==> config.mk <==
export PLATFORM = sky130hd
export DESIGN_NAME = nrzw_formatter
export DESIGN_NICKNAME = d
export VERILOG_FILES = /design/src/hdl/nrzw_pkg.sv /design/src/hdl/nrzw_formatter.sv
export SDC_FILE = /design/constraint.sdc
export NUM_CORES = 1
export LEC_CHECK = 0
export BUFFER_PORTS_ARGS = -buffer_cell sky130_fd_sc_hd__buf_2
export CORE_AREA = 2 2 95 97
export CTS_CLUSTER_DIAMETER = 60
export DETAILED_ROUTE_END_ITERATION = 8
export DIE_AREA = 0 0 97 99
export PLACE_DENSITY = 0.79
export SETUP_SLACK_MARGIN = 0.4
export SLEW_MARGIN = 40
export SYNTH_ARGS = -nofsm -noshare
export SYNTH_HDL_FRONTEND = slang
export SYNTH_SLANG_ARGS = --single-unit
==> constraint.sdc <==
create_clock -name core_clk -period 4.3 [get_ports core_clk]
set_clock_uncertainty 0.05 [all_clocks]
set_input_delay 1.075 -clock core_clk [delete_from_list [all_inputs] [get_ports core_clk]]
set_output_delay 1.075 -clock core_clk [all_outputs]
set_load 0.01 [all_outputs]
==> src/hdl/nrzw_pkg.sv <==
/*
 * Package for the NRZ tape write formatter: register map, field
 * positions, reset values, sequencing counts and the character carrier.
 * Assumes a single 20 MHz core clock domain.
 */
package nrzw_pkg;

   // ***************************************************************
   // Register map (byte addresses)
   // ***************************************************************
   localparam logic [3:0] NRZW_OFF_CTRL   = 4'h0;
   localparam logic [3:0] NRZW_OFF_FUNC   = 4'h4;
   localparam logic [3:0] NRZW_OFF_FRAME  = 4'h8;
   localparam logic [3:0] NRZW_OFF_STATUS = 4'hC;

   // ***************************************************************
   // Fields and reset values
   // ***************************************************************
   localparam int         NRZW_CTRL_ODD_BIT = 0;
   localparam logic       NRZW_CTRL_ODD_RST = 1'b1;
   localparam logic [7:0] NRZW_FN_WRITE_DATA = 8'h01;
   localparam logic [7:0] NRZW_FN_WRITE_MARK = 8'h02;
   localparam logic [7:0] NRZW_CRC_POLY      = 8'h1D;

   // ***************************************************************
   // Post-record sequencing
   // ***************************************************************
   localparam logic [3:0] NRZW_POST_PRESET = 4'h8;
   localparam logic [3:0] NRZW_POST_CRC    = 4'hB;
   localparam logic [3:0] NRZW_POST_LRC    = 4'hF;
   localparam logic [3:0] NRZW_POST_STOP   = 4'h0;

   // ***************************************************************
   // Tape mark character (octal 23) and its force groups
   // ***************************************************************
   localparam logic [8:0] NRZW_TM_CHAR      = 9'h013;
   localparam logic [8:0] NRZW_FORCE_MAIN   = 9'h010;
   localparam logic [8:0] NRZW_FORCE_SEV_HI = 9'h002;
   localparam logic [8:0] NRZW_FORCE_SEV_LO = 9'h001;

   typedef struct packed {
      logic       parity;
      logic [7:0] data;
   } nrzw_char_s;

   typedef struct packed {
      logic mark_force_main;
      logic mark_force_seven_track_hi;
      logic mark_force_seven_track_lo;
   } nrzw_force_s;

endpackage

==> src/hdl/nrzw_formatter.sv <==
/*
 * NRZ write formatter: parity, write buffer, cyclic check generator,
 * post-record check sequencing and tape mark forcing.
 * Assumes transport_write_clock and run arrive from outside the clock
 * domain; the register master follows the plain strobe protocol.
 */
//
// Function
// - Append software-selected odd/even vertical parity.
// - Load pulse captures multiplexer into write buffer.
// - Write-data code presents write and forward commands.
// - Run gives drive-set pulse setting record-active.
// - Start pulse; transport moves tape, gates heads.
// - Write clock gives request, load, record pulses.
// - Pulses continue until frame counter counts down to zero.
// - Check generator shifts and XORs every loaded data character.
// - Counter preset 8; strobes at 11, 15.
// - Post-record counter stops on wrap to zero.
// - Each strobe releases one load and record pulse.
// - Cyclic strobe selects check character into buffer.
// - Longitudinal strobe clears buffer, forwarded to transport.
// - Tape mark clears buffer and forces mark lines.
// - Forced tape mark character is code 23.
// - No cyclic check character after tape mark.
// - Longitudinal strobe still follows tape mark normally.
module nrzw_formatter
   import nrzw_pkg::*;
#(
   parameter int FRAME_W = 16
) (
   // Clock and reset
   input  wire logic               core_clk,
   input  wire logic               reset,
   // Register port
   input  wire logic [3:0]         reg_addr,
   input  wire logic [31:0]        reg_wdata,
   input  wire logic               reg_wr,
   input  wire logic               reg_rd,
   output logic      [31:0]        reg_rdata,
   // Upstream byte assembler
   input  wire logic [7:0]         assembled_write_char,
   output logic                    next_char_request,
   // Controller
   input  wire logic               run,
   // Transport slave bus
   input  wire logic               transport_write_clock,
   output logic      [8:0]         slave_write_lines,
   output logic                    record_pulse,
   output logic                    write_cmd,
   output logic                    forward_direction_cmd,
   output logic                    transport_start_pulse,
   output logic                    longitudinal_check_strobe
);

   generate
      if (FRAME_W < 1 || FRAME_W > 32) begin : g_bad_w
         $error("FRAME_W must lie in 1..32");
      end
   endgenerate

   // ***************************************************************
   // Input synchronisers (write clock, run)
   // ***************************************************************
   logic [1:0] s1_q, s2_q, s3_q, acc_q, acc_d, rise;
   genvar gi;
   generate
      for (gi = 0; gi < 2; gi++) begin : g_sync
         always_comb begin
            acc_d[gi] = acc_q[gi];
            rise[gi]  = 1'b0;
            if (s2_q[gi] == s3_q[gi] && s3_q[gi] != acc_q[gi]) begin
               acc_d[gi] = s3_q[gi];
               rise[gi]  = s3_q[gi];
            end
         end
      end
   endgenerate

   always_ff @(posedge core_clk or posedge reset) begin
      if (reset) begin
         s1_q  <= 2'h0;
         s2_q  <= 2'h0;
         s3_q  <= 2'h0;
         acc_q <= 2'h0;
      end else begin
         s1_q  <= {run, transport_write_clock};
         s2_q  <= s1_q;
         s3_q  <= s2_q;
         acc_q <= acc_d;
      end
   end

   logic wclk_rise, run_rise;
   assign wclk_rise = rise[0];
   assign run_rise  = rise[1];

   // ***************************************************************
   // Parity and check character
   // ***************************************************************
   logic                par_odd_q, par_odd_d;
   logic [7:0]          crc_q, crc_d;
   nrzw_char_s          data_char, crc_char;

   function automatic logic par_of(input logic [7:0] v, input logic odd);
      par_of = (^v) ^ odd;
   endfunction

   function automatic logic [7:0] crc_step(input logic [7:0] c, input logic [7:0] v);
      logic [7:0] t;
      t        = c ^ v;
      crc_step = {t[6:0], 1'b0} ^ (t[7] ? NRZW_CRC_POLY : 8'h00);
   endfunction

   always_comb begin
      data_char.data   = assembled_write_char;
      data_char.parity = par_of(assembled_write_char, par_odd_q);
      crc_char.data    = crc_q;
      crc_char.parity  = par_of(crc_q, par_odd_q);
   end

   // ***************************************************************
   // Sequencer and registers
   // ***************************************************************
   logic                armed_q, armed_d, tm_q, tm_d;
   logic                rec_act_q, rec_act_d, post_run_q, post_run_d;
   logic [3:0]          post_cnt_q, post_cnt_d, post_nxt;
   logic [FRAME_W-1:0]  frames_q, frames_d, frame_len_q, frame_len_d;
   logic [8:0]          wbuf_q, wbuf_d, slv_d;
   nrzw_force_s         force_q, force_d;
   logic                wr_cmd_d, fwd_d, recp_d, nreq_d, lrc_d, start_d;
   logic [31:0]         rdata_d;
   logic                wb_load, drive_set_pulse, strobe_pulse_gate;
   logic                crc_hit, lrc_hit, busy;

   always_comb begin
      armed_d     = armed_q;
      tm_d        = tm_q;
      rec_act_d   = rec_act_q;
      post_run_d  = post_run_q;
      post_cnt_d  = post_cnt_q;
      frames_d    = frames_q;
      frame_len_d = frame_len_q;
      par_odd_d   = par_odd_q;
      wbuf_d      = wbuf_q;
      crc_d       = crc_q;
      force_d     = force_q;
      wr_cmd_d    = write_cmd;
      fwd_d       = forward_direction_cmd;
      recp_d      = 1'b0;
      nreq_d      = 1'b0;
      lrc_d       = 1'b0;
      start_d     = 1'b0;
      wb_load     = 1'b0;
      rdata_d     = 32'h0000_0000;
      busy        = armed_q | rec_act_q | post_run_q;
      post_nxt    = post_cnt_q + 4'h1;
      crc_hit     = post_run_q && wclk_rise && post_nxt == NRZW_POST_CRC && !tm_q;
      lrc_hit     = post_run_q && wclk_rise && post_nxt == NRZW_POST_LRC;
      strobe_pulse_gate = crc_hit | lrc_hit;
      drive_set_pulse   = run_rise && armed_q;

      if (reg_wr) begin
         unique case (reg_addr)
            NRZW_OFF_CTRL:  par_odd_d = reg_wdata[NRZW_CTRL_ODD_BIT];
            NRZW_OFF_FRAME: frame_len_d = reg_wdata[FRAME_W-1:0];
            NRZW_OFF_FUNC: begin
               if (!busy && (reg_wdata[7:0] == NRZW_FN_WRITE_MARK ||
                   (reg_wdata[7:0] == NRZW_FN_WRITE_DATA && frame_len_q != '0))) begin
                  armed_d  = 1'b1;
                  wr_cmd_d = 1'b1;
                  fwd_d    = 1'b1;
                  tm_d     = reg_wdata[7:0] == NRZW_FN_WRITE_MARK;
               end
            end
            default: ;
         endcase
      end

      if (reg_rd) begin
         unique case (reg_addr)
            NRZW_OFF_CTRL:   rdata_d = {31'h0, par_odd_q};
            NRZW_OFF_FRAME:  rdata_d = 32'(frame_len_q);
            NRZW_OFF_STATUS: rdata_d = {24'h0, post_cnt_q, post_run_q, rec_act_q,
                                        tm_q, armed_q};
            default:         rdata_d = 32'h0000_0000;
         endcase
      end

      if (drive_set_pulse) begin
         armed_d   = 1'b0;
         rec_act_d = 1'b1;
         start_d   = 1'b1;
         frames_d  = frame_len_q;
         crc_d     = 8'h00;
         if (tm_q) begin
            wbuf_d  = 9'h000;
            force_d = 3'b111;
         end
      end else if (wclk_rise && rec_act_q) begin
         wb_load = 1'b1;
         recp_d  = 1'b1;
         if (!tm_q) begin
            nreq_d   = 1'b1;
            wbuf_d   = data_char;
            crc_d    = crc_step(crc_q, assembled_write_char);
            frames_d = frames_q - 1'b1;
         end
         if (tm_q || frames_q == FRAME_W'(1)) begin
            rec_act_d  = 1'b0;
            post_run_d = 1'b1;
            post_cnt_d = NRZW_POST_PRESET;
         end
      end else if (wclk_rise && post_run_q) begin
         post_cnt_d = post_nxt;
         if (strobe_pulse_gate) begin
            wb_load = 1'b1;
            recp_d  = 1'b1;
         end
         if (crc_hit) begin
            wbuf_d = crc_char;
         end
         if (lrc_hit) begin
            wbuf_d  = 9'h000;
            force_d = 3'b000;
            lrc_d   = 1'b1;
         end
         if (post_nxt == NRZW_POST_STOP) begin
            post_run_d = 1'b0;
            tm_d       = 1'b0;
            wr_cmd_d   = 1'b0;
            fwd_d      = 1'b0;
         end
      end

      slv_d = wbuf_d
            | (force_d.mark_force_main           ? NRZW_FORCE_MAIN   : 9'h000)
            | (force_d.mark_force_seven_track_hi ? NRZW_FORCE_SEV_HI : 9'h000)
            | (force_d.mark_force_seven_track_lo ? NRZW_FORCE_SEV_LO : 9'h000);
   end

   always_ff @(posedge core_clk or posedge reset) begin
      if (reset) begin
         armed_q                   <= 1'b0;
         tm_q                      <= 1'b0;
         rec_act_q                 <= 1'b0;
         post_run_q                <= 1'b0;
         post_cnt_q                <= NRZW_POST_STOP;
         frames_q                  <= '0;
         frame_len_q               <= '0;
         par_odd_q                 <= NRZW_CTRL_ODD_RST;
         wbuf_q                    <= 9'h000;
         crc_q                     <= 8'h00;
         force_q                   <= 3'b000;
         slave_write_lines         <= 9'h000;
         write_cmd                 <= 1'b0;
         forward_direction_cmd     <= 1'b0;
         record_pulse              <= 1'b0;
         next_char_request         <= 1'b0;
         longitudinal_check_strobe <= 1'b0;
         transport_start_pulse     <= 1'b0;
         reg_rdata                 <= 32'h0000_0000;
      end else begin
         armed_q                   <= armed_d;
         tm_q                      <= tm_d;
         rec_act_q                 <= rec_act_d;
         post_run_q                <= post_run_d;
         post_cnt_q                <= post_cnt_d;
         frames_q                  <= frames_d;
         frame_len_q               <= frame_len_d;
         par_odd_q                 <= par_odd_d;
         wbuf_q                    <= wbuf_d;
         crc_q                     <= crc_d;
         force_q                   <= force_d;
         slave_write_lines         <= slv_d;
         write_cmd                 <= wr_cmd_d;
         forward_direction_cmd     <= fwd_d;
         record_pulse              <= recp_d;
         next_char_request         <= nreq_d;
         longitudinal_check_strobe <= lrc_d;
         transport_start_pulse     <= start_d;
         reg_rdata                 <= rdata_d;
      end
   end
endmodule

Word-level counts from Yosys, hierarchy flattened. Index checks and enable logic that the tools add are counted.

Bits in registers: 116. Input port bits: 50. Output and inout bits: 47. Logic and storage cells: 159.

Add/sub/neg operators: 2. Eq/ne operators: 14. Muxes and demuxes: 73. Bitwise gates (word level): 11. Reduce and logical (&&, ||, !) cells: 33.

Operators with widths (number): $mux W16 (4); $mux W9 (7); $pmux W16 S3 (1); $mux W1 (47); $mux W8 (3); $eq A16 B1 Y1 const B (1); $eq A4 B4 Y1 const B (4); $reduce_bool A16 Y1 (1); $reduce_xor A8 Y1 (2); $sub A16 B1 Y16 const B (1); $mux W3 (5); $reduce_bool A2 Y1 (7); $mux W4 (3); $logic_and A1 B1 Y1 (10); $mux W5 (2); $or A9 B1 Y9 (1); $or A9 B2 Y9 (1); $or A9 B5 Y9 (1); $eq A8 B1 Y1 const B (1); $eq A8 B2 Y1 const B (1); $logic_not A4 Y1 (2); $reduce_and A2 Y1 (4); $xor A8 B5 Y8 (1); $xor A8 B8 Y8 (1); 13 further kinds (22).

Depth between registers and ports, before layout.
Depth in word-level cells: 14. Depth in mapped cells: 8.

Worst setup path before layout. OpenSTA, ideal clock, no wires.

Path kind: register -> register. From: reg frames_q[6]. To: reg post_cnt_q[0]. Library setup time: 0.125 ns. Arrival time: 2.127 ns. Data required time: 4.125 ns. Setup slack: 1.998 ns. Cell stages (with the launch flop): 7. Clock period less this slack: 2.302 ns. Cell sequence: dfrtp_1 > or3_4 > or4_4 > buf_6 > o41ai_4 > nand3b_2 > mux2_4.

Longest elaborated chain between the ends: 4.

RTL lines: start: declaration (line nrzw_formatter.sv:127) `logic [FRAME_W-1:0] frames_q, frames_d, frame_len_q, frame_len_d;`; start signal: assignment (line nrzw_formatter.sv:268) `frames_q <= frames_d;`; $eq A16 B1 Y1 (line nrzw_formatter.sv:208) `if (tm_q || frames_q == FRAME_W'(1)) begin`; $logic_or A1 B1 Y1 (line nrzw_formatter.sv:208); $ne A2 B1 Y1 (no source line); $reduce_and A3 Y1 (no source line); end signal: assignment (line nrzw_formatter.sv:267) `post_cnt_q <= post_cnt_d;`; end: declaration (line nrzw_formatter.sv:126) `logic [3:0] post_cnt_q, post_cnt_d, post_nxt;`.

No other way between the ends. A chain may end at the register's enable or synchronous reset.

Worst setup path in the final report. Same ends and word-level chain as after synthesis.

==> flow_summary.yaml <==
yosys:
  synth_edf_count: 0
  synth_cell_types: 58
  async_flop_share: 1.00
  postSynthCellCount: 416
  ys.flop_type: "dfrtp_1"
  ys_seq_area_frac: 0.513
  yosys_warnings: 0
  synth_area_um2: 4580
  yosys_register_bits: 94
  syn_avg_cell_area_um2: 11.0
cells_and_area:
  nNetsFinal: 528
  final_cell_mix: "dfrtp_1, buf_2, xnor2_1"
  finalInstanceArea_um2: 5210
  diodes: 0
  final_cells: 587
  syn2layout_area_growth_pct: 13.6
  layout-drive-gt1-share: 0.236
  layout_commonest_cell: "dfrtp_1"
clock_network:
  clock_latency_ns: 0.36
  cts_tree: "done"
  clockBufferDepth: 2
  cts_setup_buffers: 0
  cts-root-buf: "clkbuf_8"
  cts_resized: 0
  htree_levels: 3
  numClockSinks: 94
  ctsHoldBuffers: 0
  cts-buffers-inserted: 9
  clkTransAtPathRegs_ns: 0.09
die:
  row_count: 34
  dieArea_um2: 9600
  die_h_um: 99
  initial_core_util: 0.536
  core_area_um2: 8550
  fp.dieW_um: 97
  ios: 97
outcome:
  outcome: "finished, final reports clean"
global_routing:
  grt.overflow.total: 0
  gr-usage-all-layers: 0.207
  grt_first_pass_wirelength_um: 15900
  antenna_found_initial: 0
  grt_max_degree: 47
  grt_pass1_vias: 3244
sta:
  final-hold-violation-count: 0
  finalCritPeriodShare: 0.569
  setup_violations: 0
  fmax_mhz: 409
  period_minus_slack_ns: 2.45
  worst_slack_ns: 1.85
  rsz0062_at_grt: "false"
  maxSlewViolCount: 0
  slew_headroom: 0.464
  tns_ns: 0
  worst_pin_slew_ns: 0.802
routing:
  via_count: 3298
  drc: 0
  drt_iter0_markers: 168
  antenna_left: 0
  viasPerCell: 5.62
  first_pass_iters: 4
  post_drt_wl_per_cell_um: 16.1
  drt-total-wl_um: 9470
worst_setup_path:
  critical_path.n_buffers_inverters: 0
  cp.arrival_ns: 2.64
  worstPathRequired_ns: 4.50
  path_depth: 5
  cp-end-kind: "register"
  worst_path_max_delay_cell: "or4_4"
  rrSetupSlack_ns: 1.85
  slowest_delay_ns: 0.56
  critPathTopFamily: "simple AND/OR/NAND/NOR gates"
  cp_max_fo: 9
  cp-start-kind: "register"
  worstPathCellList: "or3_4 > or4_4 > o41ai_4 > nand3b_2 > mux2_4"
  r2r.worst_path.cells: 5
  path_class: "register to register"
placement:
  port_buffers: 64
  placed_area_um2: 4900
  dp_slack_ns: 1.45
  dp_hpwl_um: 6720
  place_congestion: 0.866
  dp.cells: 570
flow_run:
  maxCapViolCount: 0
pwr:
  power_leakage_nw: 2.44
  ir_drop_mv: 0.198
  power.density_nw_per_um2: 440
  finalPower_mw: 2.29
min_path:
  hold_class: "register to register"
  holdPathStages: 0
-- power breakdown --
group          leakage [nW]  switching (mW)  internal [mW]  total (mW)
clock network         0.137           0.297          0.504       0.801
registers              1.19           0.104          0.986        1.09
logic                  1.12           0.198          0.202       0.400
total                  2.44           0.600           1.69        2.29
-- cell families after synthesis --
kind of cell | synth area share
xor gates and xnor gates | 0.0852
and+or+nand+nor | 0.151
muxes | 0.0693
buffers and inverters | 0.0603
AOI/OAI and AO/OA | 0.104
adders and majority gates | 0.0153
other | 0.000818
DFF | 0.513
-- sequential cells by signal, indices dropped and copies added (netlist names), 2 cells and up --
register,cells
slave_write_lines,4
frame_len_q,16
s1_q,2
reg_rdata,16
wbuf_q,8
crc_q,8
s3_q,2
force_q,3
acc_q,2
s2_q,2
frames_q,16
post_cnt_q,4
-- cell usage after synthesis, drive strengths merged, types with 9 or more instances --
master | count | share of area
and2 | 10 | 0.014
nor2 | 26 | 0.022
inv | 11 | 0.0090
xnor2 | 38 | 0.073
mux2i | 10 | 0.022
mux2 | 19 | 0.047
dfrtp | 93 | 0.51
o21ai | 21 | 0.023
and3 | 11 | 0.015
nand2 | 26 | 0.021
clkbuf | 10 | 0.0082
nor3 | 9 | 0.0098
buf | 28 | 0.043
-- per-layer routing --
metal | share of wire | vias up | GRT usage
met5 | 0 | - | 0
met4 | 0.015 | 0 | 0.0683
met3 | 0.049 | 13 | 0.0433
met2 | 0.52 | 96 | 0.358
met1 | 0.42 | 1646 | 0.262
li1 | - | 1543 | -
-- final cells by class --
class	count	area, µm²
tap	108	135
timing repair buffer	70	369
multi-input combinational	288	2020
clock inverter	6	158
sequential	94	2350
fill	677	3340
inverter	11	43.8
clock buffer	10	128
-- final timing paths --
kind / start / end
worst max register to register: frames_q[6] / post_cnt_q[0]
worst min register to register: s1_q[0] / s2_q[0]
worst min-delay path: s1_q[0] / s2_q[0]
max in group asynchronous: reset / par_odd_q
min in group asynchronous: reset / reg_rdata[11]
worst max-delay path: frames_q[6] / post_cnt_q[0]
-- metrics by stage --
stage / hold slack (ns) / utilization
after global placement: 0.283 / 0.574
after CTS: 0.317 / 0.607
after detailed placement: 0.296 / 0.574
after floorplan: 0.281 / -
after global routing: 0.322 / 0.609
final: 0.314 / 0.609
(Power assumes the default switching activity.)
